## config.mk

```make
export PLATFORM = sky130hd
export DESIGN_NAME = ecglf_top
export DESIGN_NICKNAME = d
export VERILOG_FILES = /design/src/verilog/ecglf_unused_placeholder_none.sv /design/src/inc/ecglf_pkg.sv /design/src/verilog/ecglf_decim.sv /design/src/verilog/ecglf_range.sv /design/src/verilog/ecglf_top.sv
export VERILOG_INCLUDE_DIRS = /design/src /design/src/inc
export SDC_FILE = /design/constraint.sdc
export NUM_CORES = 2
export LEC_CHECK = 0
export ABC_AREA = 0
export BUFFER_PORTS_ARGS = -buffer_cell sky130_fd_sc_hd__buf_2
export CORE_ASPECT_RATIO = 0.75
export CORE_UTILIZATION = 53
export DETAILED_ROUTE_END_ITERATION = 7
export GPL_ROUTABILITY_DRIVEN = 0
export HOLD_SLACK_MARGIN = 0.12
export PLACE_DENSITY = 0.73
export SETUP_SLACK_MARGIN = 0.05
export SLEW_MARGIN = 20
export SYNTH_ARGS = -nofsm -noshare
export SYNTH_HDL_FRONTEND = slang
export SYNTH_HIERARCHICAL = 1
export SYNTH_SLANG_ARGS = --single-unit
export TNS_END_PERCENT = 1
```

## constraint.sdc

```tcl
create_clock -name CLK_IN -period 21.3 [get_ports CLK_IN]
set_clock_uncertainty 0.2 [all_clocks]
set_input_delay 1.065 -clock CLK_IN [delete_from_list [all_inputs] [get_ports CLK_IN]]
set_output_delay 1.065 -clock CLK_IN [all_outputs]
set_load 0.03 [all_outputs]
```

## src/inc/ecglf_regs.svh

```systemverilog
// Register offsets, field positions, reset values and timing counts of the lead formation block.
`ifndef ECGLF_REGS_SVH
`define ECGLF_REGS_SVH
`define ECGLF_CHCTL_IDX      8'h01
`define ECGLF_CMCTL_IDX      8'h05
`define ECGLF_FRAME_CONTROL_REG_IDX     8'h0a
`define ECGLF_CHCTL_ADDR     (`ECGLF_CHCTL_IDX * 8'h04)
`define ECGLF_CMCTL_ADDR     (`ECGLF_CMCTL_IDX * 8'h04)
`define ECGLF_FRAME_CONTROL_REG_ADDR    (`ECGLF_FRAME_CONTROL_REG_IDX * 8'h04)
`define ECGLF_OVR_ADDR       8'h40
`define ECGLF_UND_ADDR       8'h44
`define ECGLF_HDR_ADDR       8'h48
`define ECGLF_WORD0_ADDR     8'h4c
`define ECGLF_ISTAT_ADDR     8'h60
`define ECGLF_IMASK_ADDR     8'h64
`define ECGLF_RATE_ADDR      8'h68
`define ECGLF_DIFF_BIT       10
`define ECGLF_CE_BIT         8
`define ECGLF_FMT_BIT        4
`define ECGLF_HDR_OOR_BIT    0
`define ECGLF_HDR_LEAD_BIT   1
`define ECGLF_IRQ_FRAME_BIT  0
`define ECGLF_IRQ_OOR_BIT    1
`define ECGLF_IRQ_REFUSE_BIT 2
`define ECGLF_OVR_RESET      14'h3f00
`define ECGLF_UND_RESET      14'h0100
`define ECGLF_CLK_HZ         50000000
`define ECGLF_ADC_HZ         2000000
`define ECGLF_ADC_DIV        (`ECGLF_CLK_HZ / `ECGLF_ADC_HZ)
`define ECGLF_OSR            1024
// The 1.3 V level on a 3.6 V full scale, at the scale of a 1024 sample sum.
`define ECGLF_REF_CODE       26'sd6058485
`endif

```

## src/verilog/ecglf_unused_placeholder_none.sv

```systemverilog
// Intentionally empty compile unit.
`timescale 1ns/10ps

```

## src/inc/ecglf_pkg.sv

```systemverilog
// Types shared by the lead formation block.
package ecglf_pkg;
  typedef enum logic [2:0] {
    ECGLF_ANALOG  = 3'h0,
    ECGLF_DIGITAL = 3'h1,
    ECGLF_SE_ELEC = 3'h3,
    ECGLF_CE_A    = 3'h2,
    ECGLF_CE_B    = 3'h6,
    ECGLF_UNDEF   = 3'h7
  } ecglf_mode_t;
  typedef enum logic [1:0] {
    ECGLF_R2K   = 2'h0,
    ECGLF_R16K  = 2'h1,
    ECGLF_R128K = 2'h2
  } ecglf_rate_t;
endpackage

```

## src/verilog/ecglf_decim.sv

```systemverilog
// Oversampling accumulator of one converter channel.
`timescale 1ns/10ps
module ecglf_decim (
  // Clock and reset
  input  wire logic        clk_in,
  input  wire logic        rst_n_in,
  // Samples
  input  wire logic        en_in,
  input  wire logic        dump_in,
  input  wire logic [13:0] sample_in,
  // Result
  output logic      [23:0] sum_out
);
  logic [23:0] acc;
  logic [23:0] next_acc;

  assign next_acc = acc + {10'h000, sample_in};

  always_ff @(posedge clk_in or negedge rst_n_in) begin
    if (!rst_n_in) begin
      acc     <= 24'h000000;
      sum_out <= 24'h000000;
    end else if (en_in) begin
      if (dump_in) begin
        sum_out <= next_acc;
        acc     <= 24'h000000;
      end else begin
        acc <= next_acc;
      end
    end
  end
endmodule

```

## src/verilog/ecglf_range.sv

```systemverilog
// Out of range detector of one converter channel, held for one output frame.
`timescale 1ns/10ps
module ecglf_range (
  // Clock and reset
  input  wire logic        clk_in,
  input  wire logic        rst_n_in,
  // Samples and thresholds
  input  wire logic        en_in,
  input  wire logic        dump_in,
  input  wire logic [13:0] sample_in,
  input  wire logic [13:0] over_in,
  input  wire logic [13:0] under_in,
  // Result
  output logic             flag_out
);
  logic hit;
  logic now_out;

  assign now_out = (sample_in > over_in) || (sample_in < under_in);

  always_ff @(posedge clk_in or negedge rst_n_in) begin
    if (!rst_n_in) begin
      hit      <= 1'b0;
      flag_out <= 1'b0;
    end else if (en_in) begin
      if (dump_in) begin
        flag_out <= hit | now_out;
        hit      <= 1'b0;
      end else begin
        hit <= hit | now_out;
      end
    end
  end
endmodule

```

## src/verilog/ecglf_top.sv

```systemverilog
// Lead and electrode formation of a five channel ECG front end with an AHB-Lite register slave.
//
// Notes on behaviour
// - Frame control bit 4 chooses lead words when 0 and electrode words when 1.
// - Channel control bit 10 chooses differential inputs when 1 and single ended when 0.
// - Common mode control bit 8 enables the shared reference electrode.
// - Analog lead mode gives LA-RA, LL-RA, LL-LA, V1 and V2 against common mode.
// - Analog lead mode negates the second word to undo the analog inversion.
// - Digital lead mode computes the three leads and V1, V2 against the limb average.
// - Digital lead mode needs common mode control bit 8 clear (set gives common electrode A) and ignores the other bits.
// - Digital leads are only produced at 2 kHz and 16 kHz output rates.
// - Single ended electrode mode gives LA, LL, RA, V1 and V2 against common mode.
// - Common electrode A corrects V3, V1 and V2 by a third of both leads.
// - Common electrode B gives LA, LL, V1, V2 and V3 against the shared electrode.
// - The 1.3 V reference level is removed from every output word.
// - Each channel is sampled at 2 MHz and summed over 1024 samples at 2 kHz, 128 at 16 kHz and 16 at 128 kHz.
// - Samples beyond the programmed thresholds raise the header out of range flag.
// - At 128 kHz digital lead mode is refused and gives single ended electrode words with the header lead flag clear.
//
// Register access over AHB-Lite and the register addresses were left to the implementer.
`timescale 1ns/10ps
`include "ecglf_regs.svh"
module ecglf_top (
  // Clock and reset
  input  wire logic        CLK_IN,
  input  wire logic        NRST_IN,
  // AHB-Lite slave
  input  wire logic        HSEL_IN,
  input  wire logic [31:0] HADDR_IN,
  input  wire logic [1:0]  HTRANS_IN,
  input  wire logic        HWRITE_IN,
  input  wire logic [2:0]  HSIZE_IN,
  input  wire logic [31:0] HWDATA_IN,
  input  wire logic        HREADY_IN,
  output logic      [31:0] HRDATA_OUT,
  output logic             HREADYOUT_OUT,
  output logic             HRESP_OUT,
  // Converter channels
  output logic             ADC_CONV_OUT,
  input  wire logic [13:0] ADC_CH0_IN,
  input  wire logic [13:0] ADC_CH1_IN,
  input  wire logic [13:0] ADC_CH2_IN,
  input  wire logic [13:0] ADC_CH3_IN,
  input  wire logic [13:0] ADC_CH4_IN,
  // Frame and interrupt
  output logic             FRAME_STB_OUT,
  output logic             IRQ_OUT
);
  import ecglf_pkg::*;

  logic               rst_meta;
  logic               rst_n;
  logic [4:0]         adc_div;
  logic               adc_tick;
  logic [9:0]         samp_cnt;
  logic [9:0]         samp_last;
  logic               dump;
  logic               pipe;
  logic [13:0]        adc_in [5];
  logic [23:0]        sum [5];
  logic [23:0]        scaled [5];
  logic               oor [5];
  logic signed [25:0] elec [5];
  logic signed [25:0] next_word [5];
  logic signed [25:0] word [5];
  logic signed [27:0] limb_sum;
  logic signed [27:0] lead_sum;
  logic signed [25:0] limb_average_reference;
  logic signed [25:0] cea;
  logic [31:0]        ch_ctl;
  logic [31:0]        cm_ctl;
  logic [31:0]        frm_ctl;
  logic [13:0]        ovr;
  logic [13:0]        und;
  logic [1:0]         rate;
  logic [31:0]        imask;
  logic [2:0]         istat;
  logic [2:0]         set_ev;
  logic [2:0]         clr_ev;
  logic [1:0]         header;
  ecglf_rate_t        eff_rate;
  ecglf_mode_t        mode;
  ecglf_mode_t        eff_mode;
  logic               refused;
  logic               addr_take;
  logic               wr_pend;
  logic [7:0]         wr_addr;
  logic [31:0]        rd_mux;

  // Reset release through two flip-flops.
  always_ff @(posedge CLK_IN or negedge NRST_IN) begin
    if (!NRST_IN) begin
      rst_meta <= 1'b0;
      rst_n    <= 1'b0;
    end else begin
      rst_meta <= 1'b1;
      rst_n    <= rst_meta;
    end
  end

  always_ff @(posedge CLK_IN or negedge rst_n) begin
    if (!rst_n) begin
      adc_div <= 5'h00;
    end else if (adc_div == 5'(`ECGLF_ADC_DIV - 1)) begin
      adc_div <= 5'h00;
    end else begin
      adc_div <= adc_div + 5'h01;
    end
  end
  assign adc_tick     = (adc_div == 5'h00);
  assign ADC_CONV_OUT = adc_tick;

  always_comb begin
    unique case (rate)
      2'h1:    eff_rate = ECGLF_R16K;
      2'h2:    eff_rate = ECGLF_R128K;
      default: eff_rate = ECGLF_R2K;
    endcase
  end

  assign samp_last = 10'(`ECGLF_OSR - 1) >> (4'h3 * {2'h0, eff_rate});
  assign dump      = adc_tick && (samp_cnt >= samp_last);
  always_ff @(posedge CLK_IN or negedge rst_n) begin
    if (!rst_n) begin
      samp_cnt <= 10'h000;
    end else if (adc_tick) begin
      samp_cnt <= dump ? 10'h000 : samp_cnt + 10'h001;
    end
  end

  assign adc_in[0] = ADC_CH0_IN;
  assign adc_in[1] = ADC_CH1_IN;
  assign adc_in[2] = ADC_CH2_IN;
  assign adc_in[3] = ADC_CH3_IN;
  assign adc_in[4] = ADC_CH4_IN;

  for (genvar i = 0; i < 5; i++) begin : g_ch
    ecglf_decim u_decim (
      .clk_in    (CLK_IN),
      .rst_n_in  (rst_n),
      .en_in     (adc_tick),
      .dump_in   (dump),
      .sample_in (adc_in[i]),
      .sum_out   (sum[i])
    );
    ecglf_range u_range (
      .clk_in    (CLK_IN),
      .rst_n_in  (rst_n),
      .en_in     (adc_tick),
      .dump_in   (dump),
      .sample_in (adc_in[i]),
      .over_in   (ovr),
      .under_in  (und),
      .flag_out  (oor[i])
    );
    assign scaled[i] = (eff_rate == ECGLF_R128K) ? {sum[i][17:0], 6'h00} :
                       (eff_rate == ECGLF_R16K)  ? {sum[i][20:0], 3'h0} : sum[i];
    assign elec[i] = $signed({2'b00, scaled[i]}) - `ECGLF_REF_CODE;
  end

  always_comb begin
    unique case ({frm_ctl[`ECGLF_FMT_BIT], ch_ctl[`ECGLF_DIFF_BIT], cm_ctl[`ECGLF_CE_BIT]})
      3'b010:  mode = ECGLF_ANALOG;
      3'b000:  mode = ECGLF_DIGITAL;
      3'b100:  mode = ECGLF_SE_ELEC;
      3'b001:  mode = ECGLF_CE_A;
      3'b101:  mode = ECGLF_CE_B;
      default: mode = ECGLF_UNDEF;
    endcase
  end

  // no digital leads at 128 kHz
  assign refused  = (mode == ECGLF_DIGITAL) && (eff_rate == ECGLF_R128K);
  assign eff_mode = refused ? ECGLF_SE_ELEC : mode;

  assign limb_sum = 28'(elec[0]) + 28'(elec[1]) + 28'(elec[2]);
  assign limb_average_reference      = 26'(limb_sum / 28'sd3);
  assign lead_sum = 28'(elec[0]) + 28'(elec[1]);
  assign cea      = 26'(lead_sum / 28'sd3);

  always_comb begin
    for (int k = 0; k < 5; k++) begin
      next_word[k] = elec[k];
    end
    unique case (eff_mode)
      ECGLF_ANALOG: begin
        next_word[1] = -elec[1];
      end
      ECGLF_DIGITAL: begin
        next_word[0] = elec[0] - elec[2];
        next_word[1] = elec[1] - elec[2];
        next_word[2] = elec[1] - elec[0];
        next_word[3] = elec[3] - limb_average_reference;
        next_word[4] = elec[4] - limb_average_reference;
      end
      ECGLF_CE_A: begin
        next_word[2] = elec[2] - cea;
        next_word[3] = elec[3] - cea;
        next_word[4] = elec[4] - cea;
      end
      ECGLF_CE_B: begin
        next_word[2] = elec[3];
        next_word[3] = elec[4];
        next_word[4] = elec[2];
      end
      default: begin
        next_word[0] = elec[0];
      end
    endcase
  end

  // Words and header latch one cycle after the sums settle.
  always_ff @(posedge CLK_IN or negedge rst_n) begin
    if (!rst_n) begin
      pipe          <= 1'b0;
      FRAME_STB_OUT <= 1'b0;
      header        <= 2'h0;
      for (int k = 0; k < 5; k++) begin
        word[k] <= 26'sd0;
      end
    end else begin
      pipe          <= dump;
      FRAME_STB_OUT <= pipe;
      if (pipe) begin
        header[`ECGLF_HDR_OOR_BIT]  <= oor[0] | oor[1] | oor[2] | oor[3] | oor[4];
        header[`ECGLF_HDR_LEAD_BIT] <= !frm_ctl[`ECGLF_FMT_BIT] && !refused;
        for (int k = 0; k < 5; k++) begin
          word[k] <= next_word[k];
        end
      end
    end
  end

  // AHB-Lite slave with no wait states.
  assign addr_take     = HSEL_IN && HREADY_IN && HTRANS_IN[1];
  assign HREADYOUT_OUT = 1'b1;
  assign HRESP_OUT     = 1'b0;

  always_comb begin
    rd_mux = 32'h00000000;
    if (HADDR_IN[31:8] == 24'h000000) begin
      unique case (HADDR_IN[7:0])
        `ECGLF_CHCTL_ADDR:        rd_mux = ch_ctl;
        `ECGLF_CMCTL_ADDR:        rd_mux = cm_ctl;
        `ECGLF_FRAME_CONTROL_REG_ADDR:       rd_mux = frm_ctl;
        `ECGLF_OVR_ADDR:          rd_mux = {18'h00000, ovr};
        `ECGLF_UND_ADDR:          rd_mux = {18'h00000, und};
        `ECGLF_HDR_ADDR:          rd_mux = {30'h00000000, header};
        `ECGLF_WORD0_ADDR:        rd_mux = 32'(word[0]);
        `ECGLF_WORD0_ADDR + 8'h4: rd_mux = 32'(word[1]);
        `ECGLF_WORD0_ADDR + 8'h8: rd_mux = 32'(word[2]);
        `ECGLF_WORD0_ADDR + 8'hc: rd_mux = 32'(word[3]);
        `ECGLF_WORD0_ADDR + 8'h10: rd_mux = 32'(word[4]);
        `ECGLF_ISTAT_ADDR:        rd_mux = {29'h00000000, istat};
        `ECGLF_IMASK_ADDR:        rd_mux = {29'h00000000, imask[2:0]};
        `ECGLF_RATE_ADDR:         rd_mux = {30'h00000000, rate};
        default:                  rd_mux = 32'h00000000;
      endcase
    end
  end

  always_ff @(posedge CLK_IN or negedge rst_n) begin
    if (!rst_n) begin
      HRDATA_OUT <= 32'h00000000;
      wr_pend    <= 1'b0;
      wr_addr    <= 8'h00;
    end else begin
      wr_pend <= addr_take && HWRITE_IN && (HADDR_IN[31:8] == 24'h000000);
      wr_addr <= HADDR_IN[7:0];
      if (addr_take && !HWRITE_IN) begin
        HRDATA_OUT <= rd_mux;
      end
    end
  end

  always_ff @(posedge CLK_IN or negedge rst_n) begin
    if (!rst_n) begin
      ch_ctl  <= 32'h00000000;
      cm_ctl  <= 32'h00000000;
      frm_ctl <= 32'h00000000;
      ovr     <= `ECGLF_OVR_RESET;
      und     <= `ECGLF_UND_RESET;
      rate    <= 2'h0;
      imask   <= 32'h00000000;
    end else if (wr_pend) begin
      unique case (wr_addr)
        `ECGLF_CHCTL_ADDR:  ch_ctl  <= HWDATA_IN;
        `ECGLF_CMCTL_ADDR:  cm_ctl  <= HWDATA_IN;
        `ECGLF_FRAME_CONTROL_REG_ADDR: frm_ctl <= HWDATA_IN;
        `ECGLF_OVR_ADDR:    ovr     <= HWDATA_IN[13:0];
        `ECGLF_UND_ADDR:    und     <= HWDATA_IN[13:0];
        `ECGLF_IMASK_ADDR:  imask   <= {29'h00000000, HWDATA_IN[2:0]};
        `ECGLF_RATE_ADDR:   rate    <= HWDATA_IN[1:0];
        default:            rate    <= rate;
      endcase
    end
  end

  // Sticky events; a new event wins over a write-one clear.
  assign set_ev[`ECGLF_IRQ_FRAME_BIT]  = pipe;
  assign set_ev[`ECGLF_IRQ_OOR_BIT]    = pipe && (oor[0] | oor[1] | oor[2] | oor[3] | oor[4]);
  assign set_ev[`ECGLF_IRQ_REFUSE_BIT] = pipe && refused;
  assign clr_ev = (wr_pend && wr_addr == `ECGLF_ISTAT_ADDR) ? HWDATA_IN[2:0] : 3'h0;

  always_ff @(posedge CLK_IN or negedge rst_n) begin
    if (!rst_n) begin
      istat <= 3'h0;
    end else begin
      istat <= (istat & ~clr_ev) | set_ev;
    end
  end
  assign IRQ_OUT = |(istat & imask[2:0]);
endmodule

```

==> summary.md <==
| Metric | Value |
|---|---|
| Die Y-Extent | `282 um` |
| Skew-Pair Late Insertion Delay | `0.69 ns` |
| CP arrival | `20.62 ns` |
| Residual DRC | `0` |
| Reg2Reg Setup Slack | `1.04 ns` |
| Main area contributors after synthesis | `dfrtp_1 (26%), ha_1 (9.6%), xnor2_1 (5.1%)` |
| R2R depth | `82` |
| Period utilization | `95.1%` |
| Initial antenna violation count | `6` |
| Core box area | `103000 sq um` |
| Yosys Warn Count | `6` |
| Multi-input combinational cell area | `38600 sq um` |
| Crit end category | `register` |
| Total CTS buffers | `58` |
| Drt pass-1 iters | `8` |
| Worst Tran Pin Value | `1.18 ns` |
| Worst-path clk slew | `0.07 ns` |
| Final hold violation count | `0` |
| WP data required | `21.67 ns` |
| Hold slack | `0.126 ns` |
| Final setup vio count | `0` |
| # rows | `102` |
| Cells after synthesis | `6674` |
| RSZ-0062 raised after global routing | `true` |
| CTS tree | `done` |
| GRT overflow | `0` |
| Slowest-stage cell, CP | `a2111oi_2` |
| Leading area contributor after synthesis | `dfrtp_1` |
| Min Tclk post-route | `20.26 ns` |
| Crit-path most repeated cell | `a21o_1` |
| CTS Sinks | `574` |
| Width of the die | `375 um` |
| Vias after detailed routing | `53850` |
| Pin count of the biggest net entering global routing | `188` |
| Final Slew Violations | `0` |
| Aggregate routed wire length | `192 mm` |
| Max Cap Viol | `0` |
| Post-Layout Cell Count | `8135` |
| Most used flip-flop cell after synthesis | `dfrtp_1` |
| R2r startpoint | `rate[0]$_DFFE_PN0P_` |
| Root Driver | `clkbuf_16` |
| PortBufs | `174` |
| Post-Syn Area | `55200 sq um` |
| Die area | `106000 sq um` |
| Min-delay worst type | `reg2async` |
| Total track usage | `35.0%` |
| Starting density of the core | `53.5%` |
| Detailed placement HPWL | `144 mm` |
| Layout area overhead | `8.92%` |
| Register bit total from synthesis | `574` |
| Post-synth EDFFs | `0` |
| Synth Area per Inst | `8.28 sq um` |
| Setup TNS | `0 ns` |
| Yosys top cell area share | `25.7%` |
| Vias per cell | `6.62` |
| Share of async-settable or async-resettable flops after synthesis | `100%` |
| Vias in the first global route | `48911` |
| Crit Path Class | `reg2reg` |
| Fillers | `9094` |
| Crit path launch type | `register` |
| Crit-path leading delay family | `compound AO/OA/AOI/OAI gates` |
| CTS max path bufs | `3` |
| First-pass GRT wire length | `289 mm` |
| Crit Path Max Fanout | `18` |
| Ports | `181` |
| Status | `complete, no violations` |
| Max H-tree Level | `2` |
| Storage element area | `14400 sq um` |
| Post-Place Cells | `8013` |
| Fmax | `49.4 MHz` |
| Post-route ant nets | `0` |
| DR WL/cell | `23.6 um` |
| Reg2reg end | `word[77]$_DFFE_PN0P_` |
| DRT iter0 DRCs | `7048` |
| Net count, final | `7312` |
| Relative slew slack | `20.6%` |
| Ratio of cells with drive above 1 in the final layout | `12.8%` |
| Post-synthesis cell type count | `145` |
| CP peak stage delay | `0.53 ns` |
| CP Buf/Inv Count | `4` |
| Sequential share of the synthesized area | `26.0%` |
[layout make-up]
type	instances	area share (%)
diodes	3	0.0125
clock buffers	75	2.60
clock inverters	35	0.932
inverters	347	2.17
multi-input cells	5430	64.1
flip-flops and latches	574	23.9
well taps	1352	2.81
repair buffers	319	3.46
[kinds of logic (layout without fill, tap and decap cells)]
logic type / count (synthesis) / after routing / share of synthesized area, %
xor+xnor: 531 / 531 / 8.64
compound gates: 2112 / 2112 / 26.0
fa+ha+maj: 448 / 448 / 10.3
flops: 574 / 574 / 26.0
simple gates: 1977 / 1977 / 17.2
other cells: 2 / 6 / 0.0136
buf+inv: 671 / 776 / 4.81
mux: 359 / 359 / 7.08
[worst max path at each step]
stage                   startpoint                    to  slack [ns]  depth (start not counted)
2_1_floorplan  rate[0]$_DFFE_PN0P_  word[22]$_DFFE_PN0P_        0.80                         96
3_3_place_gp   rate[0]$_DFFE_PN0P_  word[22]$_DFFE_PN0P_        0.98                         84
3_5_place_dp   rate[0]$_DFFE_PN0P_  word[22]$_DFFE_PN0P_        0.44                         82
4_1_cts        rate[0]$_DFFE_PN0P_  word[22]$_DFFE_PN0P_        0.33                         82
5_1_grt        rate[0]$_DFFE_PN0P_  word[77]$_DFFE_PN0P_        0.03                         82
6_report       rate[0]$_DFFE_PN0P_  word[77]$_DFFE_PN0P_        1.04                         82
[cell usage after synthesis, drive strengths merged, types with 18 or more instances]
master,n
a211o,21
a211oi,34
a21boi,20
a21o,234
a21oi,543
a221o,18
a221oi,60
a222oi,64
a22o,27
a22oi,40
a311oi,19
a31o,30
a31oi,88
and2,51
and3,59
and4,18
buf,74
clkbuf,250
dfrtp,567
ha,425
inv,346
mux2,199
mux2i,160
nand2,597
nand2b,57
nand3,106
nand4,78
nor2,634
nor2b,71
nor3,115
nor3b,20
nor4,37
o211ai,45
o21a,51
o21ai,474
o21bai,51
o221ai,34
o22ai,35
o2bb2ai,50
o31ai,39
or3,55
xnor2,327
xor2,204
[flip-flops by register name (all words and copies together) (netlist names), 8 cells and up]
signal,count
wr_addr,8
ovr,14
g_ch.u_decim/acc,120
cm_ctl,32
und,14
word,130
frm_ctl,32
samp_cnt,10
HRDATA_OUT,32
g_ch.u_decim/sum_out,120
ch_ctl,32
[stage by stage]
stage                     utilization (%)  worst slack (ns)  cell area [sq um]
final                                58.3              1.04              60200
after global routing                 58.3            0.0324              60200
after CTS                            57.9             0.331              59800
after detailed placement             55.8             0.435              57600
after global placement               55.8             0.984              57600
after floorplan                         -             0.801              55200
[cells in the final DEF (no fill, tap or decap), types with 35 or more instances in the layout]
cell type,count
o21bai_1,50
dfrtp_1,565
nand3_1,104
o211ai_1,44
mux2_2,186
nand2b_1,56
xor2_1,197
and2_1,46
nand2_1,590
and3_1,52
a21oi_1,526
buf_4,132
o21ai_0,381
nand4_1,73
o21ai_1,86
clkbuf_16,59
nor3_1,102
or3_1,54
nor2b_1,66
a222oi_1,64
mux2i_1,154
o22ai_1,35
a22oi_1,40
inv_1,340
a221oi_1,58
a21o_1,228
xnor2_1,313
buf_2,174
a31oi_1,87
nor2_1,623
o21a_1,50
ha_1,419
o2bb2ai_1,48
[worst register-to-register path: cells and delay by family, from the launching register on]
family	cells	cell delay, ns
AO/OA/AOI/OAI	45	10.16
XOR/XNOR	3	0.43
adder cells (fa/ha/maj)	6	1.78
buffers and inverters	4	0.73
flip-flops	1	0.46
multiplexers	1	0.10
AND/OR/NAND/NOR	23	6.31
[routing by layer]
metal | routed length (um) | GRT usage (%) | vias up | share of wire, %
li1 | - | - | 24501 | -
met3 | 28000 | 13.0 | 456 | 15
met5 | 42 | 0 | - | 0.022
met2 | 76000 | 48.5 | 3054 | 40
met4 | 8420 | 13.8 | 6 | 4.4
met1 | 79600 | 48.9 | 25833 | 41
[repair_timing]
action,4_1_cts,5_1_grt
hold buffers,2,0
hold endpoints to repair,28,0
setup buffers,0,4
gates resized for setup,0,43
setup endpoints to repair,0,35
Power is left out: the tool's default activity adds up to more than one toggle a clock period on the data nets, which glitch-free logic cannot reach.
